`src/core/ussu_pkg.sv`:
```
package ussu_pkg;

  // ****************************************
  // Register map over APB
  // ****************************************
  localparam logic [7:0] ADDR_DATA = 8'h00;
  localparam logic [7:0] ADDR_STATUS = 8'h04;
  localparam logic [7:0] ADDR_CONTROL = 8'h08;

  // ****************************************
  // Reset values
  // ****************************************
  localparam logic [7:0] DATA_RST = 8'h00;
  localparam logic [3:0] CNT_RST = 4'h0;
  localparam logic [1:0] WM_RST = 2'h0;
  localparam logic [1:0] CS_RST = 2'h0;

  // ****************************************
  // Field positions
  // ****************************************
  localparam int ST_START = 7;
  localparam int ST_OVF = 6;
  localparam int ST_STOP = 5;
  localparam int ST_COLL = 4;
  localparam int CR_SIE = 7;
  localparam int CR_OIE = 6;
  localparam int CR_WM = 4;
  localparam int CR_CS = 2;
  localparam int CR_CLK = 1;
  localparam int CR_TC = 0;

  // ****************************************
  // Mode encodings
  // ****************************************
  localparam logic [1:0] WM_OFF = 2'h0;
  localparam logic [1:0] WM_THREE = 2'h1;
  localparam logic [1:0] WM_TWO = 2'h2;
  localparam logic [1:0] WM_TWO_HOLD = 2'h3;
  localparam logic [1:0] CS_SOFT = 2'h0;
  localparam logic [1:0] CS_TIMER = 2'h1;
  localparam logic [1:0] CS_EXT_POS = 2'h2;
  localparam logic [1:0] CS_EXT_NEG = 2'h3;

  // ****************************************
  // Carriers
  // ****************************************
  typedef struct packed {
    logic port_do;
    logic ddr_do;
    logic port_sda;
    logic ddr_sda;
    logic port_scl;
    logic ddr_scl;
  } ussu_port_t;

  typedef struct packed {
    logic do_out;
    logic do_oe;
    logic sda_out;
    logic sda_oe;
    logic scl_out;
    logic scl_oe;
  } ussu_pad_t;

  typedef struct packed {
    logic [1:0] f1;
    logic [1:0] f2;
    logic [1:0] f3;
    logic [1:0] lvl;
  } ussu_sync_t;

  typedef struct packed {
    logic [7:0] data;
    logic latch;
    logic [3:0] cnt;
    logic start_f;
    logic ovf_f;
    logic stop_f;
    logic sie;
    logic oie;
    logic [1:0] wm;
    logic [1:0] cs;
    logic clk_sel;
    logic hold_start;
    logic toggle;
    logic [31:0] prdata;
  } ussu_state_t;

endpackage

```
`src/core/ussu_core.sv`:
```
// The register offsets and the APB register port were decided locally.
`timescale 1ns/1ps
module ussu_core (
  // Clock and reset
  input wire logic clk,
  input wire logic reset_n,
  // APB slave
  input wire logic psel,
  input wire logic penable,
  input wire logic pwrite,
  input wire logic [7:0] paddr,
  input wire logic [31:0] pwdata,
  output logic [31:0] prdata,
  output logic pready,
  output logic pslverr,
  // Serial pins, raw
  input wire logic serial_in_pin,
  input wire logic serial_clock_pin,
  // Port register bits and pad drive
  input wire ussu_pkg::ussu_port_t port_ctl,
  output ussu_pkg::ussu_pad_t pads,
  output logic port_clock_toggle,
  // System events
  input wire logic timer_match,
  input wire logic global_irq_enable,
  output logic start_irq,
  output logic ovf_irq,
  output logic wake_any_mode,
  output logic wake_idle_only
);

  ussu_pkg::ussu_state_t st_ff;
  ussu_pkg::ussu_state_t nxt_st;

  logic [1:0] lvl;
  logic [1:0] rise;
  logic [1:0] fall;
  logic din_s;
  logic scl_s;
  logic start_det;
  logic stop_det;
  logic setup;
  logic access;
  logic hit;
  logic wr_data;
  logic wr_status;
  logic wr_ctrl;
  logic [1:0] cs_new;
  logic soft_strobe;
  logic timer_clk;
  logic ext_shift;
  logic ext_count;
  logic tog_count;
  logic shift;
  logic cnt_inc;
  logic ovf_set;
  logic start_set;
  logic stop_set;
  logic two_wire;
  logic latch_open;
  logic msb_out;
  logic collision;
  logic clr_start;
  logic clr_ovf;
  logic clr_stop;

  function automatic logic sticky(input logic flag, input logic set,
                                  input logic clr);
    // Set beats clear so no event is lost
    sticky = set | (flag & ~clr);
  endfunction

  // ****************************************
  // Pin synchronisers and bus conditions
  // ****************************************
  ussu_pin_sync u_sync (
    .clk(clk),
    .reset_n(reset_n),
    .pin_raw({serial_clock_pin, serial_in_pin}),
    .level(lvl),
    .rise(rise),
    .fall(fall)
  );

  ussu_cond_det u_cond (
    .clk(clk),
    .reset_n(reset_n),
    .scl_level(lvl[1]),
    .sda_rise(rise[0]),
    .sda_fall(fall[0]),
    .start_det(start_det),
    .stop_det(stop_det)
  );

  assign din_s = lvl[0];
  assign scl_s = lvl[1];

  // ****************************************
  // APB decode
  // ****************************************
  // Zero wait states; read data is captured in the setup cycle
  assign pready = 1'b1;
  assign setup = psel & ~penable;
  assign access = psel & penable;
  assign hit = (paddr == ussu_pkg::ADDR_DATA) ||
               (paddr == ussu_pkg::ADDR_STATUS) ||
               (paddr == ussu_pkg::ADDR_CONTROL);
  assign pslverr = access & ~hit;
  assign wr_data = access & pwrite & (paddr == ussu_pkg::ADDR_DATA);
  assign wr_status = access & pwrite & (paddr == ussu_pkg::ADDR_STATUS);
  assign wr_ctrl = access & pwrite & (paddr == ussu_pkg::ADDR_CONTROL);
  assign cs_new = pwdata[ussu_pkg::CR_CS +: 2];

  // ****************************************
  // Clock source decode
  // ****************************************
  // Strobes act on the source written in the same access
  assign soft_strobe = wr_ctrl & pwdata[ussu_pkg::CR_CLK] &
                       (cs_new == ussu_pkg::CS_SOFT);
  assign timer_clk = timer_match &
                     (st_ff.cs == ussu_pkg::CS_TIMER);
  // Inputs are used in every wire mode, outputs may be off
  assign ext_shift = st_ff.cs[1] &
                     (st_ff.cs[0] ? fall[1] : rise[1]);
  assign ext_count = st_ff.cs[1] & ~st_ff.clk_sel &
                     (rise[1] | fall[1]);
  assign tog_count = wr_ctrl & pwdata[ussu_pkg::CR_TC] & cs_new[1] &
                     pwdata[ussu_pkg::CR_CLK];
  assign shift = soft_strobe | timer_clk | ext_shift;
  assign cnt_inc = soft_strobe | timer_clk | ext_count |
                   tog_count;

  // ****************************************
  // Flag events
  // ****************************************
  assign two_wire = st_ff.wm[1];
  assign ovf_set = cnt_inc & (st_ff.cnt == 4'hF) & ~wr_status;
  assign start_set = (two_wire & start_det) |
                     (~two_wire & st_ff.cs[1] & ~st_ff.clk_sel &
                      (rise[1] | fall[1]));
  assign stop_set = two_wire & stop_det;
  assign clr_start = wr_status & pwdata[ussu_pkg::ST_START];
  assign clr_ovf = wr_status & pwdata[ussu_pkg::ST_OVF];
  assign clr_stop = wr_status & pwdata[ussu_pkg::ST_STOP];
  assign collision = st_ff.data[7] ^ din_s;

  // ****************************************
  // Output latch
  // ****************************************
  // External clock: open while the line sits at its idle level
  // for the selected sampling edge, so output moves opposite it
  assign latch_open = ~st_ff.cs[1] | (scl_s == st_ff.cs[0]);
  assign msb_out = latch_open ? st_ff.data[7] : st_ff.latch;

  // ****************************************
  // Next state
  // ****************************************
  always_comb begin
    nxt_st = st_ff;
    if (shift) begin
      nxt_st.data = {st_ff.data[6:0], din_s};
    end
    if (wr_data) begin
      nxt_st.data = pwdata[7:0];
    end
    if (latch_open) begin
      nxt_st.latch = st_ff.data[7];
    end
    if (cnt_inc) begin
      nxt_st.cnt = st_ff.cnt + 4'h1;
    end
    if (wr_status) begin
      nxt_st.cnt = pwdata[3:0];
    end
    nxt_st.start_f = sticky(st_ff.start_f, start_set, clr_start);
    nxt_st.ovf_f = sticky(st_ff.ovf_f, ovf_set, clr_ovf);
    nxt_st.stop_f = sticky(st_ff.stop_f, stop_set, clr_stop);
    // Hold starts at the first clock fall after a start
    nxt_st.hold_start = two_wire & nxt_st.start_f &
                        (st_ff.hold_start | fall[1]);
    if (wr_ctrl) begin
      nxt_st.sie = pwdata[ussu_pkg::CR_SIE];
      nxt_st.oie = pwdata[ussu_pkg::CR_OIE];
      nxt_st.wm = pwdata[ussu_pkg::CR_WM +: 2];
      nxt_st.cs = cs_new;
      nxt_st.clk_sel = pwdata[ussu_pkg::CR_CLK];
    end
    nxt_st.toggle = wr_ctrl & pwdata[ussu_pkg::CR_TC];
    if (setup) begin
      nxt_st.prdata = 32'h0000_0000;
      if (paddr == ussu_pkg::ADDR_DATA) begin
        nxt_st.prdata[7:0] = st_ff.data;
      end else if (paddr == ussu_pkg::ADDR_STATUS) begin
        nxt_st.prdata[7:0] = {st_ff.start_f, st_ff.ovf_f, st_ff.stop_f,
                              collision, st_ff.cnt};
      end else if (paddr == ussu_pkg::ADDR_CONTROL) begin
        // Strobe bits read back as zero
        nxt_st.prdata[7:0] = {st_ff.sie, st_ff.oie, st_ff.wm, st_ff.cs,
                              2'h0};
      end
    end
  end

  always_ff @(posedge clk) begin
    if (!reset_n) begin
      st_ff <= '{data: ussu_pkg::DATA_RST, cnt: ussu_pkg::CNT_RST,
                 wm: ussu_pkg::WM_RST, cs: ussu_pkg::CS_RST,
                 default: '0};
    end else begin
      st_ff <= nxt_st;
    end
  end

  // ****************************************
  // Pads
  // ****************************************
  always_comb begin
    // DO direction always follows its port direction bit
    pads.do_oe = port_ctl.ddr_do;
    pads.do_out = (st_ff.wm == ussu_pkg::WM_THREE) ? msb_out :
                  port_ctl.port_do;
    if (two_wire) begin
      // Open drain: drive low or release
      pads.sda_out = 1'b0;
      pads.sda_oe = port_ctl.ddr_sda &
                    (~msb_out | ~port_ctl.port_sda);
      pads.scl_out = 1'b0;
      pads.scl_oe = port_ctl.ddr_scl &
                    (~port_ctl.port_scl | st_ff.hold_start |
                     ((st_ff.wm == ussu_pkg::WM_TWO_HOLD) &
                      st_ff.ovf_f));
    end else begin
      pads.sda_out = port_ctl.port_sda;
      pads.sda_oe = port_ctl.ddr_sda;
      pads.scl_out = port_ctl.port_scl;
      pads.scl_oe = port_ctl.ddr_scl;
    end
  end

  // ****************************************
  // Events out
  // ****************************************
  assign prdata = st_ff.prdata;
  assign port_clock_toggle = st_ff.toggle;
  // Level outputs, so a pending flag fires once enabled
  assign start_irq = st_ff.start_f & st_ff.sie &
                     global_irq_enable;
  assign ovf_irq = st_ff.ovf_f & st_ff.oie &
                   global_irq_enable;
  assign wake_any_mode = start_irq;
  assign wake_idle_only = ovf_irq;
endmodule // ussu_core

```
`src/core/ussu_pin_sync.sv`:
```
`timescale 1ns/1ps
module ussu_pin_sync (
  // Clock and reset
  input wire logic clk,
  input wire logic reset_n,
  // Raw pins: bit 1 clock, bit 0 data
  input wire logic [1:0] pin_raw,
  // Filtered levels and change pulses
  output logic [1:0] level,
  output logic [1:0] rise,
  output logic [1:0] fall
);

  ussu_pkg::ussu_sync_t st_ff;
  ussu_pkg::ussu_sync_t nxt_st;
  logic [1:0] agree;

  // ****************************************
  // Three stages; change counts when 2 and 3 agree
  // ****************************************
  assign agree = ~(st_ff.f2 ^ st_ff.f3);

  always_comb begin
    nxt_st = st_ff;
    nxt_st.f1 = pin_raw;
    nxt_st.f2 = st_ff.f1;
    nxt_st.f3 = st_ff.f2;
    nxt_st.lvl = (agree & st_ff.f3) | (~agree & st_ff.lvl);
  end

  always_ff @(posedge clk) begin
    if (!reset_n) begin
      st_ff <= '0;
    end else begin
      st_ff <= nxt_st;
    end
  end

  assign level = st_ff.lvl;
  assign rise = agree & st_ff.f3 & ~st_ff.lvl;
  assign fall = agree & ~st_ff.f3 & st_ff.lvl;
endmodule // ussu_pin_sync

```
`src/core/ussu_cond_det.sv`:
```
`timescale 1ns/1ps
module ussu_cond_det (
  // Clock and reset, for checks only
  input wire logic clk,
  input wire logic reset_n,
  // Filtered line state
  input wire logic scl_level,
  input wire logic sda_rise,
  input wire logic sda_fall,
  // Bus conditions, one-cycle pulses
  output logic start_det,
  output logic stop_det
);

  // ****************************************
  // Data edges while the clock line is high
  // ****************************************
  assign start_det = sda_fall & scl_level;
  assign stop_det = sda_rise & scl_level;
endmodule // ussu_cond_det

```
`config.mk`:
```
export PLATFORM = sky130hd
export DESIGN_NAME = ussu_core
export DESIGN_NICKNAME = d
export VERILOG_FILES = /design/src/core/ussu_pkg.sv /design/src/core/ussu_core.sv /design/src/core/ussu_pin_sync.sv /design/src/core/ussu_cond_det.sv
export SDC_FILE = /design/constraint.sdc
export NUM_CORES = 1
export LEC_CHECK = 0
export BUFFER_PORTS_ARGS = -buffer_cell sky130_fd_sc_hd__buf_2
export CAP_MARGIN = 10
export CORE_ASPECT_RATIO = 0.7
export CORE_UTILIZATION = 30
export CTS_CLUSTER_DIAMETER = 150
export DETAILED_ROUTE_END_ITERATION = 8
export PLACE_DENSITY = 0.6
export SYNTH_ARGS = -nofsm -noshare
export SYNTH_HDL_FRONTEND = slang
export SYNTH_SLANG_ARGS = --single-unit
```
`constraint.sdc`:
```
create_clock -name clk -period 2.45 [get_ports clk]
set_clock_uncertainty 0.05 [all_clocks]
set_input_delay 0.735 -clock clk [delete_from_list [all_inputs] [get_ports clk]]
set_output_delay 0.735 -clock clk [all_outputs]
set_load 0.02 [all_outputs]
```
== Word-level counts from Yosys, hierarchy flattened ==
Index checks and enable logic that the tools add are counted.
Word-level totals
  register bits: 41
  input port bits: 55
  output and inout bits: 45
  word-level logic and storage cells: 121
Cells by class
  add/subtract/negate cells: 1
  equal/unequal tests: 7
  muxes and demuxes: 11
  bitwise operators: 78
  reductions and logical operators: 6
Operators with widths (number)
  $and A1 B1 Y1: 40
  $mux W8: 5
  $or A1 B1 Y1: 14
  $mux W4: 3
  $not A1 Y1: 12
  $and A2 B2 Y2: 5
  $eq A8 B3 Y1 const B: 1
  $eq A8 B4 Y1 const B: 1
  $logic_not A8 Y1: 1
  $not A2 Y2: 4
  $add A4 B1 Y4 const B: 1
  $eq A2 B1 Y1 const B: 2
  $eq A4 B4 Y1 const B: 1
  $reduce_bool A2 Y1: 2
  $mux W1: 3
  $eq A2 B2 Y1 const B: 1
  $logic_not A2 Y1: 1
  $logic_or A1 B1 Y1: 2
  $or A2 B2 Y2: 1
  $xor A2 B2 Y2: 1
  $eq A1 B1 Y1: 1
  $xor A1 B1 Y1: 1

== Logic depth before layout (Yosys ltp) ==
Gate-level depths: netlist of the first run.
  depth after elaboration: 11
  mapped depth: 8
  gate-level depth less buffers: 8

== Modules after synthesis ==
A second synthesis of the first run with hierarchy kept.
Second synthesis, totals
  cells, all modules: 273
  area total of the unflattened synthesis: 2328.5 sq um
By module, submodules not included
  ussu_core: instances 1, cells each 239, area each 1980.6 sq um, seq. area each 660.6 sq um
  ussu_pin_sync: instances 1, cells each 32, area each 335.3 sq um, seq. area each 160.2 sq um
  ussu_cond_det: instances 1, cells each 2, area each 12.5 sq um, seq. area each 0.0 sq um

== Worst setup path before layout of the first run ==
OpenSTA, ideal clock, no wires.
  kind: input-to-output
  start point: in paddr[3]
  end point: out pslverr
  arrival: 1.345 ns
  required time: 1.665 ns
  setup slack: 0.320 ns
  cell stages on the path: 3
  path buffers: 1
  path through: clkbuf_1 > a21oi_1 > nor2_1
Between the ends
  longest elaborated chain between the ends: 5
  elaborated cells on any way between the ends: 7
  those cells by class: eq/ne (2); bitwise (2); reduce/logical (3)
Ends and longest elaborated chain
  start, declared: RTL line ussu_core.sv:11  | input wire logic [7:0] paddr,
  $eq A8 B3 Y1 / $logic_not A8 Y1 (equally long branches): RTL line ussu_core.sv:106, ussu_core.sv:105
  $logic_or A1 B1 Y1: RTL line ussu_core.sv:105  | assign hit = (paddr == ussu_pkg::ADDR_DATA) ||
  $logic_or A1 B1 Y1 *: RTL line ussu_core.sv:106  | (paddr == ussu_pkg::ADDR_STATUS) ||
  $not A1 Y1 *: RTL line ussu_core.sv:108  | assign pslverr = access & ~hit;
  $and A1 B1 Y1 *: RTL line ussu_core.sv:108
  end, declared: RTL line ussu_core.sv:15  | output logic pslverr,
Every way passes the cells marked *; elsewhere a longest branch is shown, timed or not.

== Worst setup path after layout of the first run ==
  start point: in paddr[6]
  end point: out pslverr
The elaborated chain is that of the path after synthesis.

==> impl_metrics.tcl, run 1 <==
set metrics [dict create \
    layout_min_cycle_time_ns 2.36 \
    leakagePower_nw 1.21 \
    peakVddDrop_mv 0.269 \
    grt_max_degree 27 \
    period_share_pct 96.5 \
    synth_edf_count 0 \
    ant_nets 0 \
    drc 0 \
    cts.clk_slew.worst_paths_ns 0.06 \
    crit_chain "buf_6, nor4_4, nand2_1, a21oi_2, nor2_1, buf_4" \
    synth.avg_cell_area_um2 8.69 \
    synth_top_cells_by_count "dfxtp_1, buf_4, nand2_1" \
    p_total_mw 1.60 \
    root_buffer "clkbuf_16" \
    ioPinCount 100 \
    cpMaxStageDelayCell "nor4_4" \
    drv_cap 0 \
    placed_cells 405 \
    synth_area_um2 2400 \
    cts.htree.levels 2 \
    gp_congestion 0.797 \
    yosysMostFrequentCell "dfxtp_1" \
    fp.coreArea_um2 7510 \
    seq_area_frac_synth_pct 34.2 \
    syn_inst 276 \
    area_growth_pct 15.3 \
    setup_violations 0 \
    initial_utilization_pct 31.9 \
    cts.sinks 41 \
    critPathLaunchType "input port" \
    die_h_um 76.8 \
    grt_antenna_before_repair 0 \
    first_global_vias 1849 \
    max_stage_delay_ns 0.29 \
    dr.pass1.iters 4 \
    grt-ovfl-total 0 \
    timing.reg2reg.setup_slack_ns 0.52 \
    critPathKind "input port to output pin" \
    place_ws_ns 0.0603 \
    clock_latency_ns 0.28 \
    drtIter0Drc 75 \
    drive_gt1_share_pct 23.2 \
    grt_use_total_pct 13.9 \
    slew_viol_final 0 \
    grt_pass1_wl_mm 8.94 \
    finalNonFillerCells 413 \
    vias_per_cell 4.50 \
    synth.top_cell.area_share_pct 34.2 \
    required_ns 1.66 \
    synthTopCellsByArea "dfxtp_1, buf_4, mux2i_1" \
    cts_made_buffers 5 \
    clockBufferDepth 2 \
    synth_seq_cells 41 \
    die_x_um 109 \
    hold_path_class "flop to flop" \
    ys.flop_type "dfxtp_1" \
    via_count 1859 \
    wire_per_inst_um 13.0 \
    synth_top_cell_by_area "dfxtp_1" \
    postCtsSetupRepairBufs 0 \
    yosysUniqueCellTypes 38 \
    routed_wl_mm 5.38 \
    num_rows 26 \
    cts_tree "done" \
    status "completed" \
    placed_area_um2 2570 \
    fmax_mhz 423 \
    nets 374 \
    die_area_um2 8360 \
    yosysWarningCount 0 \
    rsz0062_at_grt "yes" \
    fin_ws_ns 0.0855 \
    place_hpwl_mm 4.14 \
    cp_max_fo 2 \
    power.density_nw_per_um2 578 \
    numPortBuffers 48 \
    final-hold-violation-count 0 \
    worstSetupEndpointType "output pin" \
    async_reset_ff_share_pct 0 \
    cp.arrival_ns 1.58 \
    final_area_um2 2770 \
    diodes 0 \
]
==> kinds of logic (layout without fill, tap and decap cells) <==
group           count (synthesis)  in the layout  synth area share (%)
simple gates                   88             88                  19.8
buf+inv                        57             73                  15.7
compound gates                 56             56                  16.4
flops                          41             41                  34.2
mux                            22             22                  9.18
fa+ha+maj                       5              5                  2.61
xor+xnor                        5              5                  1.83
other cells                     2             25                 0.313
==> power breakdown <==
part,leakage [nW],internal [mW],switching (mW)
combinational,0.793,0.0525,0.100
clock,0.0841,0.509,0.263
sequential,0.332,0.671,0.00272
==> sequential cells by signal, summed over array words and instances (netlist names), named ones only <==
register           flops
prdata                 8
port_clock_toggle      1
u_sync.st_ff           2
u_sync.nxt_st          4
st_ff                 24
==> routing by layer <==
metal	part of all wire (%)	global-route usage, %	vias up
li1	-	-	958
met1	55	20.1	851
met2	40	20.7	50
met3	4.3	3.57	0
met4	0	2.43	0
met5	0	0	-
==> final cells by class <==
| cell class | instances | area, um2 |
|---|---|---|
| Tap cell | 98 | 123 |
| Timing Repair Buffer | 57 | 323 |
| Clock buffer | 7 | 143 |
| Fill cell | 779 | 4750 |
| Inverter | 8 | 30.0 |
| Sequential cell | 41 | 822 |
| Multi-Input combinational cell | 201 | 1290 |
| Clock inverter | 1 | 30.0 |
==> layout by cell type, fill, tap and decap left out, types with 7 or more instances in the layout <==
| cell type | instances |
|---|---|
| dfxtp_1 | 40 |
| nor2b_1 | 17 |
| buf_4 | 10 |
| o22ai_1 | 7 |
| nand2_1 | 31 |
| a21boi_0 | 8 |
| inv_1 | 8 |
| o21ai_0 | 14 |
| mux2i_1 | 21 |
| nand3_1 | 11 |
| a21oi_1 | 8 |
| buf_2 | 45 |
| nor2_1 | 9 |
| conb_1 | 25 |
==> final timing paths <==
| kind | from | end | cells past startpoint |
|---|---|---|---|
| setup / recovery | paddr[6] | pslverr | 6 |
| hold / removal | u_sync.nxt_st[5]$_SDFF_PN0_ | u_sync.nxt_st[3]$_SDFF_PN0_ | 1 |
| setup reg to reg | u_sync.nxt_st[3]$_SDFF_PN0_ | st_ff[50]$_SDFFE_PN0P_ | 7 |
| hold reg to reg | u_sync.nxt_st[5]$_SDFF_PN0_ | u_sync.nxt_st[3]$_SDFF_PN0_ | 1 |
==> critical path: cells and delay by family <==
kind | cells | cell delay [ns]
compound gates | 1 | 0.12
buf+inv | 2 | 0.24
simple gates | 3 | 0.47
==> metrics by stage <==
stage	hold WS, ns	setup TNS, ns	utilization [%]
2_1_floorplan	0.362	0	-
3_3_place_gp	0.365	0	34.2
3_5_place_dp	0.369	0	34.2
4_1_cts	0.384	0	36.5
5_1_grt	0.395	-0.00198	36.8
6_report	0.383	0	36.8
==> repair_timing <==
item / in CTS / in global routing
resized for setup: 0 / 6
endpoints found under the hold margin: 0 / 0
endpoints found under the setup margin: 0 / 3
hold buffers: 0 / 0
(Power assumes the default switching activity.)
==> inputs of run 2 (changes only) <==
PLACE_DENSITY = 0.61   (was 0.6)
SYNTH_HIERARCHICAL = 1   (was not set)
==> impl_metrics.tcl, run 2 <==
set metrics [dict create \
    synth_area_um2 2330 \
    timing.reg2reg.setup_slack_ns 0.59 \
    power.density_nw_per_um2 515 \
    cts.clk_slew.worst_paths_ns 0.07 \
    grt_max_degree 22 \
    grt_antenna_before_repair 0 \
    peakVddDrop_mv 0.269 \
    cts.htree.levels 2 \
    cpMaxStageDelayCell "nor4_2" \
    slew_viol_final 0 \
    final-hold-violation-count 0 \
    largest_reg_flops 24 \
    clock_latency_ns 0.30 \
    drv_cap 0 \
    cts_made_buffers 5 \
    regArea_um2 823 \
    die_h_um 75.7 \
    cts_resized 0 \
    cts_tree "done" \
    yosysMostFrequentCell "dfxtp_1" \
    rsz0062_at_grt "no" \
    fill_cells 768 \
    seq_area_frac_synth_pct 35.2 \
    drive_gt1_share_pct 24.8 \
    worstSetupEndpointType "output pin" \
    via_count 1861 \
    grt_pass1_wl_mm 8.42 \
    synthTopCellsByArea "dfxtp_1, buf_4, mux2i_1" \
    cp_max_fo 3 \
    num_rows 26 \
    grt_use_total_pct 13.9 \
    gp_congestion 0.856 \
    place_hpwl_mm 4.13 \
    mostFrequentLayoutCell "buf_2" \
    required_ns 1.66 \
    crit_chain "buf_2, nor4_2, a31oi_1, buf_2" \
    synth_top_cells_by_count "dfxtp_1, buf_4, nand2_1" \
    crit_path_frequent_cell "buf_2" \
    async_reset_ff_share_pct 0 \
    nets 378 \
    synth_edf_count 0 \
    postCtsSetupRepairBufs 0 \
    synth_seq_cells 41 \
    cts.sinks 41 \
    yosysUniqueCellTypes 38 \
    synth.avg_cell_area_um2 8.53 \
    numPortBuffers 48 \
    die_area_um2 8120 \
    placed_cells 409 \
    clockBufferDepth 2 \
    period_share_pct 94.2 \
    leakagePower_nw 1.15 \
    dr.pass1.iters 4 \
    ant_nets 0 \
    regMostFlops "st_ff" \
    routed_wl_mm 5.22 \
    root_buffer "clkbuf_8" \
    die_x_um 107 \
    max_stage_delay_ns 0.38 \
    syn_inst 273 \
    fmax_mhz 433 \
    setup_tns_ns 0 \
    synth.top_cell.area_share_pct 35.2 \
    drtIter0Drc 70 \
    critPathKind "input port to output pin" \
    layout_common_cells "buf_2, dfxtp_1, nand2_1, nor2_1, mux2i_1" \
    fp.coreArea_um2 7420 \
    grt-ovfl-total 0 \
    wire_per_inst_um 12.5 \
    multiInputGateArea_um2 1240 \
    cp.arrival_ns 1.52 \
    yosysWarningCount 6 \
    path_buf_inv 2 \
    area_growth_pct 14.9 \
    ys.flop_type "dfxtp_1" \
    drc 0 \
    diodes 0 \
    layout_min_cycle_time_ns 2.31 \
    synth_top_cell_by_area "dfxtp_1" \
    cts.hold.buffers_added 0 \
    vias_per_cell 4.46 \
    setup_violations 0 \
    critPathLaunchType "input port" \
    finalNonFillerCells 417 \
    p_total_mw 1.38 \
    first_global_vias 1664 \
    ioPinCount 100 \
    crit_family "simple AND/OR/NAND/NOR gates" \
    initial_utilization_pct 31.4 \
    hold_path_class "flop to flop" \
    status "completed" \
]
-- run 2: cell type report --
| cell class | instances | area share [%] |
|---|---|---|
| inverters | 6 | 0.842 |
| repair buffers | 63 | 13.2 |
| well taps | 98 | 4.58 |
| multi-input cells | 201 | 46.3 |
| clock buffers | 7 | 3.23 |
| flip-flops and latches | 41 | 30.8 |
| clock inverters | 1 | 1.12 |
-- run 2: path summary, 6_finish.rpt --
path                            endpoint  cells past startpoint                        start
max                              pslverr                      4                     paddr[5]
max reg2reg       st_ff[47]$_SDFFE_PN0P_                      9   u_sync/st_ff[3]$_SDFF_PN0_
min reg2reg  u_sync/nxt_st[2]$_SDFF_PN0_                      1  u_sync/nxt_st[4]$_SDFF_PN0_
min          u_sync/nxt_st[2]$_SDFF_PN0_                      1  u_sync/nxt_st[4]$_SDFF_PN0_
-- run 2: per-stage QoR --
step / util [%] / worst slack [ns] / hold WS, ns / cell area, um2
detailed placement: 34.4 / 0.0364 / 0.370 / 2550
global placement: 34.4 / 0.0444 / 0.365 / 2550
floorplan: - / 0.0485 / 0.362 / 2410
global route: 36.1 / 0.0316 / 0.414 / 2680
finish: 36.1 / 0.142 / 0.386 / 2680
CTS: 36.0 / 0.0592 / 0.389 / 2670
-- run 2: metal layers --
layer	vias to the layer above	track usage (%)	share of wire (%)
met5	-	0	0
met4	0	3.65	0.82
met3	5	3.85	6.2
met2	55	20.8	41
met1	852	19.8	52
li1	949	-	-
-- run 2: where the power goes --
group          switching [mW]  internal, mW
sequential            0.00303         0.670
clock                   0.237         0.332
combinational          0.0935        0.0414
total                   0.333          1.04
-- run 2: kinds of logic after synthesis --
family | Yosys count | synth area share, %
compound gates | 44 | 12.8
xor+xnor | 5 | 1.88
fa+ha+maj | 5 | 2.69
buf+inv | 54 | 15.5
flops | 41 | 35.2
mux | 27 | 11.6
other cells | 2 | 0.323
simple gates | 95 | 19.9
